**src/verilog/smr_pkg.sv**
```systemverilog
package smr_pkg;
   // Register byte offsets
   localparam logic [3:0] CTRL_OFF    = 4'h0;
   localparam logic [3:0] DIV_LO_OFF  = 4'h4;
   localparam logic [3:0] DIV_HI_OFF  = 4'h8;
   localparam logic [3:0] STATUS_OFF  = 4'hc;
   localparam logic [3:0] DATA_OFF    = 4'h0;
   localparam logic [3:0] INT_ST_OFF  = 4'h0;
   localparam logic [5:0] A_CTRL      = 6'h00;
   localparam logic [5:0] A_DIV_LO    = 6'h04;
   localparam logic [5:0] A_DIV_HI    = 6'h08;
   localparam logic [5:0] A_STATUS    = 6'h0c;
   localparam logic [5:0] A_DATA      = 6'h10;
   localparam logic [5:0] A_INT_ST    = 6'h14;
   localparam logic [5:0] A_INT_MASK  = 6'h18;
   // Control register field positions
   localparam int CLOCKED_MODE_BIT  = 0;
   localparam int PORT_EN_BIT       = 1;
   localparam int MASTER_CLK_BIT    = 2;
   localparam int SINGLE_RX_BIT     = 3;
   localparam int CONT_RX_BIT       = 4;
   localparam int NINTH_RX_BIT      = 5;
   localparam int HIGH_SPEED_BIT    = 6;
   localparam int WIDE_DIV_BIT      = 7;
   localparam int RX_INT_EN_BIT     = 8;
   localparam int PERIPH_INT_EN_BIT = 9;
   localparam int GLOBAL_INT_EN_BIT = 10;
   localparam int CTRL_W            = 11;
   // Status register field positions
   localparam int ST_NINTH_BIT      = 0;
   localparam int ST_OVERRUN_BIT    = 1;
   localparam int ST_FLAG_BIT       = 2;
   localparam int ST_COUNT_LSB      = 3;
   // Interrupt status bits
   localparam int IRQ_RX_BIT        = 0;
   localparam int IRQ_OVR_BIT       = 1;
   // Reset values
   localparam logic [10:0] CTRL_RST = 11'h000;
   localparam logic [7:0]  DIV_RST  = 8'h00;
   localparam logic [1:0]  MASK_RST = 2'h0;
   localparam logic [31:0] UNMAPPED_DATA = 32'hdeadbeef;
   // Divider prescales: clocked mode /4, async fast /4, async slow wide /16, async slow narrow /64
   localparam logic [5:0] PRESCALE_SYNC   = 6'h04;
   localparam logic [5:0] PRESCALE_SLOW   = 6'h10;
   localparam logic [5:0] PRESCALE_NARROW = 6'h40;
   localparam int FIFO_DEPTH = 2;
   localparam int CHAR_W     = 9;
endpackage

```
**src/verilog/smr_top.sv**
```systemverilog
// Local design decisions: the address map and the Avalon-MM register port.
`timescale 1ns/1ps
module smr_top (
   input  wire logic        core_clk_i,
   input  wire logic        rst_n_i,
   input  wire logic [5:0]  avs_address_i,
   input  wire logic        avs_read_i,
   input  wire logic        avs_write_i,
   input  wire logic [31:0] avs_writedata_i,
   output logic [31:0]      avs_readdata_o,
   output logic             avs_waitrequest_o,
   input  wire logic        data_line_i,
   output logic             data_line_o,
   output logic             data_line_oe_o,
   output logic             clock_line_o,
   output logic             clock_line_oe_o,
   output logic             irq_o
);
   typedef enum {SMR_IDLE, SMR_LOW, SMR_HIGH, SMR_DONE} smr_state_t;

   smr_state_t  state_q;
   logic [10:0] ctrl_q;
   logic [7:0]  div_lo_q;
   logic [7:0]  div_hi_q;
   logic [1:0]  int_st_q;
   logic [1:0]  int_mask_q;
   logic        overrun_q;
   logic        rx_flag_q;
   logic [8:0]  shift_q;
   logic [3:0]  bit_cnt_q;
   logic [3:0]  samples_q;
   logic        ack_q;
   logic        char_done;
   logic        fifo_pop;
   logic        tick;
   logic [8:0]  head;
   logic [1:0]  count;
   logic        port_on;
   logic        master_on;
   logic        receiving;
   logic [5:0]  prescale;
   logic        fifo_clr;
   logic        wr_ctrl;
   logic        rd_data;
   logic [3:0]  char_bits;
   logic        rx_irq_en;

   assign port_on   = ctrl_q[smr_pkg::PORT_EN_BIT];
   assign master_on = ctrl_q[smr_pkg::CLOCKED_MODE_BIT] && port_on
                      && ctrl_q[smr_pkg::MASTER_CLK_BIT];
   assign receiving = master_on && !overrun_q
                      && (ctrl_q[smr_pkg::SINGLE_RX_BIT] || ctrl_q[smr_pkg::CONT_RX_BIT]);
   assign char_bits = ctrl_q[smr_pkg::NINTH_RX_BIT] ? 4'h9 : 4'h8;
   assign wr_ctrl   = avs_write_i && ack_q == 1'b1 && avs_address_i == smr_pkg::A_CTRL;
   assign rd_data   = avs_read_i && ack_q == 1'b0 && avs_address_i == smr_pkg::A_DATA;
   assign fifo_pop  = rd_data;
   assign fifo_clr  = !rst_n_i || !port_on;
   assign char_done = state_q == SMR_HIGH && tick && bit_cnt_q == char_bits - 4'h1;
   assign rx_irq_en = ctrl_q[smr_pkg::RX_INT_EN_BIT] && ctrl_q[smr_pkg::GLOBAL_INT_EN_BIT]
                      && ctrl_q[smr_pkg::PERIPH_INT_EN_BIT];

   // Clocked mode and async fast use /4, async slow wide /16, async slow narrow /64
   always_comb begin
      if (ctrl_q[smr_pkg::CLOCKED_MODE_BIT]) begin
         // Two ticks per bit in clocked mode, so each clock half takes half the prescale
         prescale = smr_pkg::PRESCALE_SYNC >> 1;
      end else if (ctrl_q[smr_pkg::HIGH_SPEED_BIT]) begin
         prescale = smr_pkg::PRESCALE_SYNC;
      end else if (ctrl_q[smr_pkg::WIDE_DIV_BIT]) begin
         prescale = smr_pkg::PRESCALE_SLOW;
      end else begin
         prescale = smr_pkg::PRESCALE_NARROW;
      end
   end

   smr_baud_gen u_baud (
      .core_clk_i (core_clk_i),
      .run_i      (receiving && rst_n_i),
      .divisor_i  (ctrl_q[smr_pkg::WIDE_DIV_BIT] ? {div_hi_q, div_lo_q} : {8'h00, div_lo_q}),
      .prescale_i (prescale),
      .tick_o     (tick)
   );

   smr_rx_fifo u_fifo (
      .core_clk_i  (core_clk_i),
      .clr_i       (fifo_clr),
      .push_i      (char_done && count != 2'h2),
      .push_data_i (ctrl_q[smr_pkg::NINTH_RX_BIT] ? shift_q : {1'b0, shift_q[8:1]}),
      .pop_i       (fifo_pop),
      .head_o      (head),
      .count_o     (count)
   );

   // Control register; single enable self-clears after a character unless the continuous enable is also set
   always_ff @(posedge core_clk_i) begin
      if (!rst_n_i) begin
         ctrl_q <= smr_pkg::CTRL_RST;
      end else if (wr_ctrl) begin
         ctrl_q <= avs_writedata_i[smr_pkg::CTRL_W-1:0];
      end else if (char_done && !ctrl_q[smr_pkg::CONT_RX_BIT]) begin
         ctrl_q[smr_pkg::SINGLE_RX_BIT] <= 1'b0;
      end
   end

   always_ff @(posedge core_clk_i) begin
      if (!rst_n_i) begin
         div_lo_q <= smr_pkg::DIV_RST;
         div_hi_q <= smr_pkg::DIV_RST;
      end else if (avs_write_i && ack_q == 1'b1) begin
         if (avs_address_i == smr_pkg::A_DIV_LO) begin
            div_lo_q <= avs_writedata_i[7:0];
         end
         if (avs_address_i == smr_pkg::A_DIV_HI) begin
            div_hi_q <= avs_writedata_i[7:0];
         end
      end
   end

   // Receive sequencer: clock low half then high half, sample on rising edge
   always_ff @(posedge core_clk_i) begin
      if (!rst_n_i || !receiving) begin
         state_q   <= SMR_IDLE;
         bit_cnt_q <= 4'h0;
      end else begin
         case (state_q)
            SMR_IDLE: begin
               state_q   <= SMR_LOW;
               bit_cnt_q <= 4'h0;
            end
            SMR_LOW: begin
               if (tick) begin
                  state_q <= SMR_HIGH;
               end
            end
            SMR_HIGH: begin
               if (tick) begin
                  if (bit_cnt_q == char_bits - 4'h1) begin
                     state_q <= SMR_DONE;
                  end else begin
                     bit_cnt_q <= bit_cnt_q + 4'h1;
                     state_q   <= SMR_LOW;
                  end
               end
            end
            SMR_DONE: begin
               state_q <= SMR_IDLE;
            end
            default: begin
               state_q <= SMR_IDLE;
            end
         endcase
      end
   end

   // Bits arrive least significant first
   always_ff @(posedge core_clk_i) begin
      if (!rst_n_i) begin
         shift_q <= 9'h000;
      end else if (state_q == SMR_LOW && tick) begin
         shift_q <= {data_line_i, shift_q[8:1]};
      end
   end

   // Samples taken in the current character, counted apart from the bit counter
   always_ff @(posedge core_clk_i) begin
      if (!rst_n_i || state_q == SMR_IDLE) begin
         samples_q <= 4'h0;
      end else if (state_q == SMR_LOW && tick) begin
         samples_q <= samples_q + 4'h1;
      end
   end

   // Overrun: third complete character while two are stored; cleared by clearing the
   // continuous enable, by port disable, or by a data read when it came from a single receive
   always_ff @(posedge core_clk_i) begin
      if (!rst_n_i || !port_on) begin
         overrun_q <= 1'b0;
      end else if (char_done && count == 2'h2) begin
         overrun_q <= 1'b1;
      end else if (wr_ctrl && !avs_writedata_i[smr_pkg::CONT_RX_BIT]) begin
         overrun_q <= 1'b0;
      end else if (char_done && count == 2'h2) begin
         overrun_q <= 1'b1;
      end else if (rd_data && !ctrl_q[smr_pkg::CONT_RX_BIT]) begin
         overrun_q <= 1'b0;
      end
   end

   always_ff @(posedge core_clk_i) begin
      if (!rst_n_i) begin
         rx_flag_q <= 1'b0;
      end else begin
         rx_flag_q <= (count != 2'h0) || (char_done && count != 2'h2);
      end
   end

   // Sticky interrupt status, write one to clear; a set wins
   always_ff @(posedge core_clk_i) begin
      if (!rst_n_i) begin
         int_st_q   <= 2'h0;
         int_mask_q <= smr_pkg::MASK_RST;
      end else begin
         if (avs_write_i && ack_q == 1'b1 && avs_address_i == smr_pkg::A_INT_MASK) begin
            int_mask_q <= avs_writedata_i[1:0];
         end
         int_st_q <= (int_st_q & ~((avs_write_i && ack_q == 1'b1 && avs_address_i == smr_pkg::A_INT_ST)
                     ? avs_writedata_i[1:0] : 2'h0))
                     | {char_done && count == 2'h2, char_done && count != 2'h2};
      end
   end

   always_ff @(posedge core_clk_i) begin
      if (!rst_n_i) begin
         irq_o <= 1'b0;
      end else begin
         irq_o <= (rx_flag_q && rx_irq_en) || |(int_st_q & int_mask_q);
      end
   end

   // Clock line and shared data line direction
   always_ff @(posedge core_clk_i) begin
      if (!rst_n_i) begin
         clock_line_o    <= 1'b0;
         clock_line_oe_o <= 1'b0;
         data_line_o     <= 1'b0;
         data_line_oe_o  <= 1'b0;
      end else begin
         clock_line_oe_o <= master_on;
         clock_line_o    <= state_q == SMR_HIGH;
         data_line_o     <= 1'b0;
         data_line_oe_o  <= 1'b0;
      end
   end

   // Avalon slave: one wait cycle; writes land on the second edge, reads are taken on the first
   // Waitrequest idles high so it can come straight from a flop
   always_ff @(posedge core_clk_i) begin
      if (!rst_n_i) begin
         ack_q             <= 1'b0;
         avs_waitrequest_o <= 1'b1;
         avs_readdata_o    <= 32'h0000_0000;
      end else begin
         ack_q             <= (avs_read_i || avs_write_i) && !ack_q;
         avs_waitrequest_o <= !((avs_read_i || avs_write_i) && !ack_q);
         if (avs_read_i && !ack_q) begin
            case (avs_address_i)
               smr_pkg::A_CTRL:     avs_readdata_o <= {21'h0, ctrl_q};
               smr_pkg::A_DIV_LO:   avs_readdata_o <= {24'h0, div_lo_q};
               smr_pkg::A_DIV_HI:   avs_readdata_o <= {24'h0, div_hi_q};
               smr_pkg::A_STATUS:   avs_readdata_o <= {27'h0, count, rx_flag_q, overrun_q,
                                                       head[8]};
               smr_pkg::A_DATA:     avs_readdata_o <= {24'h0, head[7:0]};
               smr_pkg::A_INT_ST:   avs_readdata_o <= {30'h0, int_st_q};
               smr_pkg::A_INT_MASK: avs_readdata_o <= {30'h0, int_mask_q};
               default:             avs_readdata_o <= 32'h0000_0000;
            endcase
         end
      end
   end

   clock_gate_a: assert property (@(posedge core_clk_i) disable iff (!rst_n_i)
      clock_line_oe_o |-> $past(master_on))
      else $error("Clock line driven outside master mode");
   single_stop_a: assert property (@(posedge core_clk_i) disable iff (!rst_n_i)
      char_done && !ctrl_q[smr_pkg::CONT_RX_BIT] && !wr_ctrl |=> !ctrl_q[smr_pkg::SINGLE_RX_BIT])
      else $error("Single enable not cleared");
   overrun_set_a: assert property (@(posedge core_clk_i) disable iff (!rst_n_i)
      char_done && count == 2'h2 && port_on |=> overrun_q)
      else $error("Overrun not flagged");
   overrun_clr_a: assert property (@(posedge core_clk_i) disable iff (!rst_n_i)
      !port_on |=> !overrun_q && count == 2'h0)
      else $error("Port disable did not reset");
   flag_set_a: assert property (@(posedge core_clk_i) disable iff (!rst_n_i)
      char_done && count != 2'h2 && !fifo_clr |=> rx_flag_q)
      else $error("Receive flag not set");
   irq_gate_a: assert property (@(posedge core_clk_i) disable iff (!rst_n_i)
      irq_o && $past(int_st_q & int_mask_q) == 2'h0 |-> $past(rx_irq_en))
      else $error("Interrupt without all enables");
   no_drive_a: assert property (@(posedge core_clk_i) disable iff (!rst_n_i)
      !data_line_oe_o)
      else $error("Data line driven while receiving");
   bit_count_a: assert property (@(posedge core_clk_i) disable iff (!rst_n_i)
      char_done |-> samples_q == (ctrl_q[smr_pkg::NINTH_RX_BIT] ? 4'h9 : 4'h8))
      else $error("Wrong character length");
endmodule

```
**src/verilog/smr_rx_fifo.sv**
```systemverilog
`timescale 1ns/1ps
// Two-character receive store; read data come from a register
module smr_rx_fifo (
   input  wire logic       core_clk_i,
   input  wire logic       clr_i,
   input  wire logic       push_i,
   input  wire logic [8:0] push_data_i,
   input  wire logic       pop_i,
   output logic [8:0]      head_o,
   output logic [1:0]      count_o
);
   logic [8:0] mem_q [smr_pkg::FIFO_DEPTH];
   logic       wr_q;
   logic       rd_q;
   logic [1:0] count_q;
   logic       push_ok;
   logic       rd_nx;

   assign push_ok = push_i && count_q != 2'h2;
   assign rd_nx   = rd_q ^ (pop_i && count_q != 2'h0);

   always_ff @(posedge core_clk_i) begin
      if (clr_i) begin
         wr_q    <= 1'b0;
         rd_q    <= 1'b0;
         count_q <= 2'h0;
      end else begin
         if (push_i && count_q != 2'h2) begin
            wr_q <= ~wr_q;
         end
         if (pop_i && count_q != 2'h0) begin
            rd_q <= ~rd_q;
         end
         count_q <= count_q + 2'((push_i && count_q != 2'h2) ? 1 : 0)
                            - 2'((pop_i && count_q != 2'h0) ? 1 : 0);
      end
   end

   always_ff @(posedge core_clk_i) begin
      if (push_i && count_q != 2'h2) begin
         mem_q[wr_q] <= push_data_i;
      end
   end

   // Head shows the oldest unread character after this edge, so status and count never run ahead of it
   always_ff @(posedge core_clk_i) begin
      if (clr_i) begin
         head_o <= 9'h000;
      end else if (push_ok && wr_q == rd_nx) begin
         head_o <= push_data_i;
      end else begin
         head_o <= mem_q[rd_nx];
      end
   end

   assign count_o = count_q;
endmodule

```
**src/verilog/smr_baud_gen.sv**
```systemverilog
`timescale 1ns/1ps
// Bit tick generator: one tick each prescale*(divisor+1) system clocks
module smr_baud_gen (
   input  wire logic        core_clk_i,
   input  wire logic        run_i,
   input  wire logic [15:0] divisor_i,
   input  wire logic [5:0]  prescale_i,
   output logic             tick_o
);
   logic [15:0] div_cnt_q;
   logic [5:0]  pre_cnt_q;

   always_ff @(posedge core_clk_i) begin
      if (!run_i) begin
         div_cnt_q <= 16'h0000;
         pre_cnt_q <= 6'h00;
         tick_o    <= 1'b0;
      end else begin
         tick_o <= 1'b0;
         if (pre_cnt_q == prescale_i - 6'h01) begin
            pre_cnt_q <= 6'h00;
            if (div_cnt_q == divisor_i) begin
               div_cnt_q <= 16'h0000;
               tick_o    <= 1'b1;
            end else begin
               div_cnt_q <= div_cnt_q + 16'h0001;
            end
         end else begin
            pre_cnt_q <= pre_cnt_q + 6'h01;
         end
      end
   end
endmodule

```
**config.mk**
```make
export PLATFORM = sky130hd
export DESIGN_NAME = smr_top
export DESIGN_NICKNAME = d
export VERILOG_FILES = /design/src/verilog/smr_pkg.sv /design/src/verilog/smr_top.sv /design/src/verilog/smr_rx_fifo.sv /design/src/verilog/smr_baud_gen.sv
export SDC_FILE = /design/constraint.sdc
export NUM_CORES = 1
export LEC_CHECK = 0
export BUFFER_PORTS_ARGS = -buffer_cell sky130_fd_sc_hd__buf_4
export CORE_ASPECT_RATIO = 0.6
export CORE_MARGIN = 2
export CORE_UTILIZATION = 40
export DETAILED_ROUTE_END_ITERATION = 12
export PLACE_DENSITY = 0.64
export SYNTH_ARGS = -nofsm -noshare
export SYNTH_HDL_FRONTEND = slang
export SYNTH_SLANG_ARGS = --single-unit
```
**constraint.sdc**
```tcl
create_clock -name core_clk_i -period 2.7 [get_ports core_clk_i]
set_clock_uncertainty 0.15 [all_clocks]
set_input_delay 0.405 -clock core_clk_i [delete_from_list [all_inputs] [get_ports core_clk_i]]
set_output_delay 0.405 -clock core_clk_i [all_outputs]
set_load 0.01 [all_outputs]
```
==> impl_metrics.yaml <==
power:
  finalPower_w: 0.004222
  peakVddDrop_mv: 0.4059
  p_per_area_nw_per_um2: 616.5
  static-leakage-power_nw: 2.550
cts:
  cts_inserted_buffers: 17
  cts.root.buffer_cell: "clkbuf_16"
  clkLatencyLatePin_ps: 410
  cts_buffer_depth: 2
  cts_resized: 0
  cts_htree_levels: 4
  ctsHoldBuffers: 0
  cts_tree: "done"
  cts_setup_buffers: 0
  cts.sinks: 118
  path_clk_slew_ps: 50
yosys:
  synth_xor_area_frac: 0.06022
  synthAdderAreaFrac: 0.01304
  synth_top_family_by_area: "simple AND/OR/NAND/NOR gates"
  synth_edf_count: 18
  synth_top_area_frac: 0.3478
  yosysWarnings: 0
  synth_mux_area_frac: 0.09804
  synth-simple-area-share: 0.2048
  synth_compound_area_frac: 0.1172
  synth_ff_type: "dfxtp_1"
  syn_inst: 598
  synth_area_leader_cell: "dfxtp_1"
  syn_area_per_cell_um2: 9.625
  synthArstFlopShare: 0
  synth.cells.most_frequent: "100 x dfxtp_1, 68 x nand2_1, 35 x mux2i_1, 33 x nor2_1, 27 x a21boi_0"
  synth_most_common_cell: "dfxtp_1"
  yosys_register_bits: 118
  synthTopCellsByArea: "dfxtp_1 35%, edfxtp_1 9.4%, mux2i_1 6.1%"
  synth_area_um2: 5756
  ys_seq_area_frac: 0.4417
  synth_cell_types: 60
global_route:
  first_global_vias: 4307
  grt.total_usage: 0.1909
  grt_start_max_net_pins: 55
  grt_overflow_total: 0
  grt_pass1_wl_um: 23030
  antenna_found_initial: 0
critical_path:
  r2r-start: "ctrl_q[0]$_SDFFE_PN0P_"
  arrival_ps: 2550
  reg2reg_depth: 9
  reg2reg_setup_slack_ps: 250
  crit_end: "u_baud.div_cnt_q[15]$_SDFFE_PN0P_"
  cp_max_fo: 14
  crit_start: "ctrl_q[0]$_SDFFE_PN0P_"
  critPathKind: "reg -> reg"
  setup.worst_path.start_class: "flop"
  crit_required_ps: 2800
  r2r-end: "u_baud.div_cnt_q[15]$_SDFFE_PN0P_"
  end_kind: "flop"
floorplanning:
  io_pins: 81
  die-width_um: 158.9
  rows: 33
  dieArea_um2: 15400
  die_y_um: 96.92
  core_area_um2: 13870
  start_util: 0.4149
placement:
  numPortBuffers: 36
  globalplace.congestion: 0.9386
  dpl.hpwl_um: 10930
sta:
  fmax_mhz: 407.7
  fin_crit_sh: 0.9085
  worstMarginPinSlew_ps: 798.8
  fin_hold_ws_ps: 100.8
  slew_headroom: 0.4648
  rsz0062_at_grt: "no"
  final.setup.tns_ps: 0
  setup_viol: 0
  final-hold-violation-count: 0
  drv_slew: 0
  period_needed_ps: 2453
final_layout:
  nets: 696
  antenna_cells: 0
  multi_input_area_um2: 2934
  area_growth_pct: 19.00
  seq_area_um2: 2542
  drive_gt1_frac: 0.1848
  fillers: 1269
hold_path:
  holdCritStartpoint: "avs_writedata_i[10]"
  hold_class: "in -> reg"
outcome:
  status: "completed"
detailed_routing:
  totalWireLength_um: 14600
  dr_total_vias: 4593
  routed_via_density: 5.391
  detail_route.wl_per_cell_um: 17.13
  drt_iter0_drc: 427
  drc: 0
  dr.pass1.iters: 5
  drt.antenna.violating_nets: 0
flow_run:
  maxCapViolCount: 0
-- report_power, final --
group | leakage [nW] | internal, W | total, W | switching (W)
sequential | 0.977 | 0.00178 | 0.00179 | 0.00000331
combinational | 1.26 | 0.0000495 | 0.000127 | 0.0000771
clock | 0.311 | 0.00153 | 0.00231 | 0.000782
-- worst min-delay path by stage --
stage | end | cells after the start
6_report | ctrl_q[10]$_SDFFE_PN0P_ | 3
5_1_grt | ctrl_q[8]$_SDFFE_PN0P_ | 3
4_1_cts | ctrl_q[10]$_SDFFE_PN0P_ | 3
3_5_place_dp | u_baud.pre_cnt_q[0]$_SDFF_PP0_ | 1
3_3_place_gp | u_baud.pre_cnt_q[0]$_SDFF_PP0_ | 1
2_1_floorplan | u_baud.pre_cnt_q[0]$_SDFF_PP0_ | 1
-- cells in the final DEF, fill, tap and decap left out, types with 3 or more instances in the layout --
| master | Yosys | final |
|---|---|---|
| buf_4 | 24 | 63 |
| nor2_1 | 33 | 32 |
| conb_1 | 1 | 23 |
| nor4b_1 | 3 | 3 |
| nand3_1 | 15 | 15 |
| nor4bb_1 | 3 | 3 |
| inv_1 | 12 | 12 |
| mux4_2 | 4 | 4 |
| and2_1 | 6 | 6 |
| o211ai_1 | 3 | 3 |
| xor2_1 | 13 | 13 |
| ha_1 | 6 | 6 |
| a221o_1 | 3 | 3 |
| or3_1 | 3 | 3 |
| clkbuf_16 | 0 | 18 |
| mux2i_1 | 35 | 35 |
| and4_1 | 3 | 3 |
| nand4_1 | 8 | 8 |
| nor3_1 | 25 | 25 |
| edfxtp_1 | 18 | 18 |
| o31ai_1 | 9 | 9 |
| a22oi_1 | 11 | 11 |
| and3_1 | 5 | 5 |
| nor4_1 | 11 | 10 |
| mux2_2 | 11 | 11 |
| a22o_1 | 3 | 3 |
| xnor2_1 | 22 | 22 |
| clkbuf_8 | 0 | 5 |
| a21oi_1 | 12 | 12 |
| a21boi_0 | 27 | 27 |
| nand2_1 | 68 | 68 |
| nor2b_1 | 26 | 26 |
| clkinv_2 | 0 | 5 |
| dfxtp_1 | 100 | 100 |
| o21ai_0 | 15 | 15 |
-- flip-flops by register name, indices dropped and copies added, names as in the netlist, 6 cells and up --
| register | flops |
|---|---|
| u_fifo.mem_q | 18 |
| u_baud.div_cnt_q | 16 |
| avs_readdata_o | 11 |
| ctrl_q | 11 |
| shift_q | 9 |
| u_fifo.head_o | 9 |
| div_hi_q | 8 |
| div_lo_q | 8 |
| u_baud.pre_cnt_q | 6 |
-- cell type report --
type	count	share of cell area
tap	192	0.03507
timing repair buffer	63	0.06905
clock inverter	8	0.01334
sequential	118	0.3712
inverter	12	0.006577
clock buffer	24	0.07636
multi-input combinational	435	0.4284
-- stage by stage --
step | std cells | setup slack [ps] | area [um^2] | util
CTS | 852 | 188.1 | 6847 | 0.4935
global route | 852 | 64.69 | 6849 | 0.4937
floorplan | 620 | 61.49 | 5838 | -
global placement | 820 | 103.1 | 6232 | 0.4492
detailed placement | 820 | 97.84 | 6232 | 0.4492
finish | 852 | 247.0 | 6849 | 0.4937
-- worst max-delay path, stage by stage, from the launching register on --
cell and delay, ps:
dfxtp_1 310, nor2_2 170, nand2_1 80, ha_1 290
xor2_1 140, nand4_1 140, or2_2 410, nor4_4 290
buf_4 240, a211oi_1 80
-- layer usage --
metal,up-vias,global-route usage,part of all wire
li1,2186,-,-
met1,2223,0.2943,0.51
met2,166,0.2543,0.40
met3,18,0.05575,0.087
met4,0,0.05105,0.0095
met5,-,0,0
-- kinds of logic after synthesis --
family          count (synthesis)
xor+xnor                       37
buf+inv                        67
compound gates                 95
mux                            50
simple gates                  224
flops                         118
other cells                     1
fa+ha+maj                       6
Power figures use the tool's default switching activity.
